$ cat src/hsp_pkg.sv
// constants for the strap and status pin block
package hsp_pkg;
	// strap levels
	localparam logic STRAP_LOW = 1'b0;
	localparam logic STRAP_HIGH = 1'b1;
	// values after reset
	localparam logic RST_GANG = 1'b0;
	localparam logic RST_AUTO_DIS = 1'b1;
	localparam logic RST_SERIAL_SEL = 1'b1;
	localparam logic RST_PWR_DIS = 1'b0;
	localparam logic RST_ADDR2 = 1'b0;
	// output enable is low while driving, so high means released
	localparam logic OE_RELEASED = 1'b1;
	localparam logic OE_DRIVING = 1'b0;
	// cycles from reset release before straps are caught: three stages fill, then the
	// agreement register needs one more edge before it shows the strap level
	localparam int SAMPLE_DELAY_CYC = 4;
	localparam int SAMPLE_CNT_W = 3;
	// synchroniser length for pin inputs
	localparam int SYNC_STAGES = 3;
	// downstream port that loses charging-downstream behaviour in automatic mode
	localparam int CDP_BLOCKED_PORT = 1;
	localparam int NUM_DS_PORTS = 4;
endpackage

$ cat src/hsp_strap_status.sv
// strap capture and status drive for the two multi-function hub pins
`timescale 1ns/1ps
`default_nettype none
module hsp_strap_status (
	input wire logic clk_sys_in,
	input wire logic rst_b_in,
	input wire logic gang_addr2_hs_conn_pin_in,
	output logic gang_addr2_hs_conn_pin_out,
	output logic gang_addr2_hs_conn_pin_oe_b_out,
	input wire logic auto_charge_hs_susp_pin_in,
	output logic auto_charge_hs_susp_pin_out,
	output logic auto_charge_hs_susp_pin_oe_b_out,
	input wire logic serial_slave_select_strap_in,
	input wire logic power_switch_disable_strap_in,
	input wire logic status_output_enable_in,
	input wire logic hs_upstream_connected_in,
	input wire logic hs_upstream_suspended_in,
	input wire logic upstream_connected_in,
	input wire logic auto_mode_disable_bit_wr_in,
	input wire logic auto_mode_disable_bit_wdata_in,
	output logic straps_valid_out,
	output logic ganged_power_out,
	output logic serial_bus_mode_out,
	output logic power_switch_supported_out,
	output logic addr_bit2_out,
	output logic auto_mode_disable_bit_out,
	output logic auto_charge_active_out,
	output logic [hsp_pkg::NUM_DS_PORTS-1:0] cdp_allowed_out
);
	////////////////////////////////////////////////////////////////////////
	// synchronisers
	logic gang_sync;
	logic auto_sync;
	logic serial_sync;
	logic pwr_sync;

	hsp_sync u_sync_gang (.clk_sys_in(clk_sys_in), .rst_b_in(rst_b_in),
		.pin_in(gang_addr2_hs_conn_pin_in), .level_out(gang_sync));
	hsp_sync u_sync_auto (.clk_sys_in(clk_sys_in), .rst_b_in(rst_b_in),
		.pin_in(auto_charge_hs_susp_pin_in), .level_out(auto_sync));
	hsp_sync u_sync_serial (.clk_sys_in(clk_sys_in), .rst_b_in(rst_b_in),
		.pin_in(serial_slave_select_strap_in), .level_out(serial_sync));
	hsp_sync u_sync_pwr (.clk_sys_in(clk_sys_in), .rst_b_in(rst_b_in),
		.pin_in(power_switch_disable_strap_in), .level_out(pwr_sync));

	////////////////////////////////////////////////////////////////////////
	// strap capture sequence
	// one bit holds both states, so no illegal code can appear
	typedef enum logic {HSP_WAIT, HSP_RUN} hsp_state_t;
	hsp_state_t state_reg;
	hsp_state_t state_next;
	logic [hsp_pkg::SAMPLE_CNT_W-1:0] cnt_reg;
	logic [hsp_pkg::SAMPLE_CNT_W-1:0] cnt_next;
	logic gang_reg;
	logic gang_next;
	logic auto_dis_reg;
	logic auto_dis_next;
	logic serial_reg;
	logic serial_next;
	logic pwr_dis_reg;
	logic pwr_dis_next;
	logic valid_reg;
	logic valid_next;

	always_comb begin
		state_next = state_reg;
		cnt_next = cnt_reg;
		gang_next = gang_reg;
		auto_dis_next = auto_dis_reg;
		serial_next = serial_reg;
		pwr_dis_next = pwr_dis_reg;
		valid_next = valid_reg;
		unique case (state_reg)
			HSP_WAIT: begin
				// the pins sit undriven here, so the synchronised level is the strap
				// straps are taken once only; later pin activity is status, not setup
				if (cnt_reg == hsp_pkg::SAMPLE_CNT_W'(hsp_pkg::SAMPLE_DELAY_CYC)) begin
					gang_next = gang_sync;
					auto_dis_next = auto_sync;
					serial_next = serial_sync;
					pwr_dis_next = pwr_sync;
					valid_next = 1'b1;
					state_next = HSP_RUN;
				end else begin
					cnt_next = cnt_reg + 1'b1;
				end
			end
			HSP_RUN: begin
				if (auto_mode_disable_bit_wr_in) begin
					auto_dis_next = auto_mode_disable_bit_wdata_in;
				end
			end
		endcase
	end

	always_ff @(posedge clk_sys_in or negedge rst_b_in) begin
		if (!rst_b_in) begin
			state_reg <= HSP_WAIT;
			cnt_reg <= '0;
			gang_reg <= hsp_pkg::RST_GANG;
			auto_dis_reg <= hsp_pkg::RST_AUTO_DIS;
			serial_reg <= hsp_pkg::RST_SERIAL_SEL;
			pwr_dis_reg <= hsp_pkg::RST_PWR_DIS;
			valid_reg <= 1'b0;
		end else begin
			state_reg <= state_next;
			cnt_reg <= cnt_next;
			gang_reg <= gang_next;
			auto_dis_reg <= auto_dis_next;
			serial_reg <= serial_next;
			pwr_dis_reg <= pwr_dis_next;
			valid_reg <= valid_next;
		end
	end

	////////////////////////////////////////////////////////////////////////
	// derived configuration and pin drive
	logic ganged_reg;
	logic ganged_next;
	logic smb_reg;
	logic smb_next;
	logic pwr_ok_reg;
	logic pwr_ok_next;
	logic addr2_reg;
	logic addr2_next;
	logic auto_act_reg;
	logic auto_act_next;
	logic [hsp_pkg::NUM_DS_PORTS-1:0] cdp_reg;
	logic [hsp_pkg::NUM_DS_PORTS-1:0] cdp_next;
	logic g_out_reg;
	logic g_out_next;
	logic g_oe_reg;
	logic g_oe_next;
	logic a_out_reg;
	logic a_out_next;
	logic a_oe_reg;
	logic a_oe_next;

	always_comb begin
		ganged_next = valid_reg & gang_reg & ~pwr_dis_reg;
		smb_next = valid_reg & (serial_reg == hsp_pkg::STRAP_LOW);
		pwr_ok_next = valid_reg & (pwr_dis_reg == hsp_pkg::STRAP_LOW);
		addr2_next = smb_next ? gang_reg : hsp_pkg::RST_ADDR2;
		auto_act_next = valid_reg & ~auto_dis_reg & ~upstream_connected_in;
		cdp_next = {hsp_pkg::NUM_DS_PORTS{valid_reg}};
		// block port 1 cdp
		// blocked whenever the auto mode disable bit is clear, connected or not, so the
		// port does not flip behaviour each time the upstream link comes and goes
		if (valid_reg & ~auto_dis_reg) begin
			cdp_next[hsp_pkg::CDP_BLOCKED_PORT-1] = 1'b0;
		end
		// drive only after capture when enabled
		g_oe_next = (valid_reg & status_output_enable_in) ? hsp_pkg::OE_DRIVING
			: hsp_pkg::OE_RELEASED;
		a_oe_next = g_oe_next;
		// when enabled the pins show a firm low while idle rather than floating
		// connection status on the gang pin, suspend status on the auto pin
		g_out_next = (g_oe_next == hsp_pkg::OE_DRIVING) & hs_upstream_connected_in;
		a_out_next = (a_oe_next == hsp_pkg::OE_DRIVING) & hs_upstream_suspended_in;
	end

	always_ff @(posedge clk_sys_in or negedge rst_b_in) begin
		if (!rst_b_in) begin
			ganged_reg <= 1'b0;
			smb_reg <= 1'b0;
			pwr_ok_reg <= 1'b0;
			addr2_reg <= hsp_pkg::RST_ADDR2;
			auto_act_reg <= 1'b0;
			cdp_reg <= '0;
			g_out_reg <= 1'b0;
			g_oe_reg <= hsp_pkg::OE_RELEASED;
			a_out_reg <= 1'b0;
			a_oe_reg <= hsp_pkg::OE_RELEASED;
		end else begin
			ganged_reg <= ganged_next;
			smb_reg <= smb_next;
			pwr_ok_reg <= pwr_ok_next;
			addr2_reg <= addr2_next;
			auto_act_reg <= auto_act_next;
			cdp_reg <= cdp_next;
			g_out_reg <= g_out_next;
			g_oe_reg <= g_oe_next;
			a_out_reg <= a_out_next;
			a_oe_reg <= a_oe_next;
		end
	end

	assign straps_valid_out = valid_reg;
	assign ganged_power_out = ganged_reg;
	assign serial_bus_mode_out = smb_reg;
	assign power_switch_supported_out = pwr_ok_reg;
	assign addr_bit2_out = addr2_reg;
	assign auto_mode_disable_bit_out = auto_dis_reg;
	assign auto_charge_active_out = auto_act_reg;
	assign cdp_allowed_out = cdp_reg;
	assign gang_addr2_hs_conn_pin_out = g_out_reg;
	assign gang_addr2_hs_conn_pin_oe_b_out = g_oe_reg;
	assign auto_charge_hs_susp_pin_out = a_out_reg;
	assign auto_charge_hs_susp_pin_oe_b_out = a_oe_reg;
endmodule
`default_nettype wire

$ cat src/hsp_sync.sv
// three-stage pin synchroniser with agreement of the last two stages
`timescale 1ns/1ps
`default_nettype none
module hsp_sync (
	input wire logic clk_sys_in,
	input wire logic rst_b_in,
	input wire logic pin_in,
	output logic level_out
);
	logic [2:0] stage_reg;
	logic [2:0] stage_next;
	logic level_reg;
	logic level_next;

	always_comb begin
		stage_next = {stage_reg[1:0], pin_in};
		level_next = level_reg;
		// first stage feeds only the second
		if (stage_reg[1] == stage_reg[2]) begin
			level_next = stage_reg[2];
		end
	end

	always_ff @(posedge clk_sys_in or negedge rst_b_in) begin
		if (!rst_b_in) begin
			stage_reg <= 3'h0;
			level_reg <= 1'b0;
		end else begin
			stage_reg <= stage_next;
			level_reg <= level_next;
		end
	end

	assign level_out = level_reg;
endmodule
`default_nettype wire

$ cat config.mk
export PLATFORM = sky130hd
export DESIGN_NAME = hsp_strap_status
export DESIGN_NICKNAME = d
export VERILOG_FILES = /design/src/hsp_pkg.sv /design/src/hsp_strap_status.sv /design/src/hsp_sync.sv
export SDC_FILE = /design/constraint.sdc
export NUM_CORES = 1
export LEC_CHECK = 0
export BUFFER_PORTS_ARGS = -buffer_cell sky130_fd_sc_hd__buf_2
export CORE_AREA = 2 2 54 56
export DETAILED_ROUTE_END_ITERATION = 7
export DIE_AREA = 0 0 56 58
export PLACE_DENSITY = 0.66
export RECOVER_POWER = 100
export SETUP_SLACK_MARGIN = 0.1
export SYNTH_ARGS = -nofsm -noshare
export SYNTH_HDL_FRONTEND = slang
export SYNTH_SLANG_ARGS = --single-unit
$ cat constraint.sdc
create_clock -name clk_sys_in -period 1.59 [get_ports clk_sys_in]
set_input_delay 0.159 -clock clk_sys_in [delete_from_list [all_inputs] [get_ports clk_sys_in]]
set_output_delay 0.159 -clock clk_sys_in [all_outputs]
set_load 0.02 [all_outputs]
==> results_dict.tcl <==
set metrics [dict create \
    via_count 672 \
    cpLargestDelayFamily "compound AO/OA/AOI/OAI gates" \
    synth_enable_flop_cells 0 \
    dpl_worst_slack_ns 0.279 \
    layout_setup_ws_ns 0.205 \
    top_usage_layer "met2" \
    holdWs_ns 0.0804 \
    core_um2 2660 \
    ff2ff_path_depth 5 \
    synthFlopType "dfrtp_1" \
    r2r_start "cnt_reg[0]" \
    power_leakage_nw 0.653 \
    cts_tree "yes" \
    netlist_top_cells_area "dfrtp_1, dfstp_2, maj3_1, mux2_1, ha_1" \
    drv_cap 0 \
    syn2layout_area_growth_pct 23.6 \
    ys_types 23 \
    hold_end "auto_charge_hs_susp_pin_out" \
    path_cells "inv_1, ha_1, a21oi_1, a21oi_1, o21ba_2" \
    fin_tns_setup_ns 0 \
    hp-start "hs_upstream_suspended_in" \
    cp_common_cell "a21oi_1" \
    grt_pass1_wl_mm 2.95 \
    ys_seq_area_frac 0.753 \
    drc 0 \
    yosysWarningCount 0 \
    drive_gt1_frac 0.211 \
    ys_seq_elements 35 \
    fillers 236 \
    critical_path_class "register to register" \
    post_drt_wl_per_cell_um 11.2 \
    grt_antenna_before_repair 0 \
    grtUsageMet2 0.202 \
    yosysMostFrequentCell "dfrtp_1" \
    synth_top_area_frac 0.686 \
    portBuffers 26 \
    cts_root_buffer "clkbuf_4" \
    fmax_mhz 722 \
    grtUsageMet3 0.0737 \
    drt_first_pass_iters 4 \
    place_hpwl_mm 1.07 \
    drt_iter0_drc 6 \
    slew_headroom 0.460 \
    fin_crit_ns 1.39 \
    track_usage 0.126 \
    gp_congestion 0.699 \
    min_period_over_period 0.871 \
    synth_area_per_cell_um2 15.4 \
    clk_path_buf_depth 2 \
    slowest_stage "a21oi_1" \
    status "completed" \
    hold_path_class "input pin to register" \
    rows 19 \
    dieHeight_um 58 \
    cp-end-kind "register" \
    diodes 0 \
    tightest_slew_ns 0.811 \
    hold_buffers 7 \
    layout.nets 127 \
    grt_util_met1 0.133 \
    die_w_um 56 \
    overflow 0 \
    start_util 0.438 \
    setup_viol 0 \
    crit_arrival_ns 1.65 \
    dieArea_um2 3250 \
    synth_area_um2 1170 \
    antenna_left 0 \
    io_pins 27 \
    grt_pass1_vias 720 \
    worstSetupStartpointType "register" \
    cpPeakStageDelay_ns 0.37 \
    drv_slew 0 \
    p_per_area_nw_per_um2 1190 \
    rsz0062_at_grt "no" \
    cts_setup_buffers 0 \
    synth_common_cells "dfrtp_1, inv_1, maj3_1, nand2_1" \
    ctsResizeCount 0 \
    clkTransAtPathRegs_ns 0.10 \
    drt_wl_total_mm 1.62 \
    r2r-end "auto_mode_disable_bit_out" \
    synthArstFlopShare 1.00 \
    clock_skew_ns 0.00655 \
    min_path_cells 2 \
    numCtsBuffers 5 \
    hold_viol 0 \
    synth_fp_nets 90 \
    grt_max_degree 36 \
    vdd_drop_max_mv 0.837 \
    critPathRequiredTime_ns 1.86 \
    path_buf_inv 1 \
    htreeDepth 2 \
    cp_max_fo 5 \
    insertion_delay_ns 0.33 \
    synth_largest_area_cell "dfrtp_1" \
    vias_per_cell 4.63 \
    synthCells 76 \
    clock-sinks 35 \
    reg2reg_slack_ns 0.20 \
]
==> stage by stage <==
stage	cell area, um^2	instances	util	power, mW
4_1_cts	1470	145	0.552	1.76
6_report	1440	145	0.542	1.72
3_5_place_dp	1310	130	0.493	1.09
2_1_floorplan	1170	76	-	1.03
3_3_place_gp	1310	130	0.493	1.08
5_1_grt	1440	145	0.542	1.82
==> power breakdown <==
part / switching [mW] / internal, mW / total (mW)
Clock: 0.277 / 0.371 / 0.648
Combinational: 0.0626 / 0.0470 / 0.110
Sequential: 0.0212 / 0.943 / 0.964
Total: 0.360 / 1.36 / 1.72
==> worst max path at each step <==
stage | cells after the start | endpoint | startpoint | slack [ns]
after floorplan | 4 | gang_reg | cnt_reg[0] | 0.36
after global placement | 4 | pwr_dis_reg | cnt_reg[0] | 0.34
after detailed placement | 4 | pwr_dis_reg | cnt_reg[0] | 0.28
after CTS | 4 | pwr_dis_reg | cnt_reg[0] | 0.26
after global routing | 5 | auto_mode_disable_bit_out | cnt_reg[0] | 0.09
final | 5 | auto_mode_disable_bit_out | cnt_reg[0] | 0.20
==> cells by family (layout without fill, tap and decap cells) <==
group,count (synthesis),in the layout,share of synthesized area
AO/OA/AOI/OAI,7,7,0.0397
XOR/XNOR,1,1,0.00750
adder cells (fa/ha/maj),6,6,0.0557
buffers and inverters,8,46,0.0354
flip-flops,35,35,0.753
multiplexers,3,3,0.0289
AND/OR/NAND/NOR,16,16,0.0793
==> cells in the final DEF, fill, tap and decap left out <==
cell	instances
clkbuf_1	15
nand3b_1	1
a21oi_1	4
dfstp_2	3
o31ai_1	1
buf_2	10
and3_1	2
maj3_1	4
nand3_1	1
xnor2_1	1
nor2b_1	2
nor3b_1	2
ha_1	2
nand2b_1	1
and2_0	1
inv_1	4
bufinv_16	1
nor2_1	2
nand2_1	4
clkbuf_2	1
dfrtp_1	32
mux2_1	3
dlygate4sd3_1	7
clkbuf_8	1
clkbuf_4	5
inv_2	1
o21ba_2	1
o21ai_0	1
clkinv_2	1
==> routing by layer <==
metal / vias to the layer above / routed length (um)
li1: 321 / -
met4: 0 / 40
met5: - / 0
met2: 31 / 737
met3: 6 / 156
met1: 314 / 686
==> area by class of cell <==
type / instances / area, um^2 / share of cell area
well taps: 31 / 38.8 / 0.0269
clock buffers: 6 / 51.3 / 0.0356
multi-input cells: 33 / 238 / 0.165
clock inverters: 2 / 35.0 / 0.0243
flip-flops and latches: 35 / 880 / 0.610
inverters: 5 / 18.8 / 0.0130
repair buffers: 33 / 181 / 0.126
Note: power is estimated with default switching activity, not from simulation.
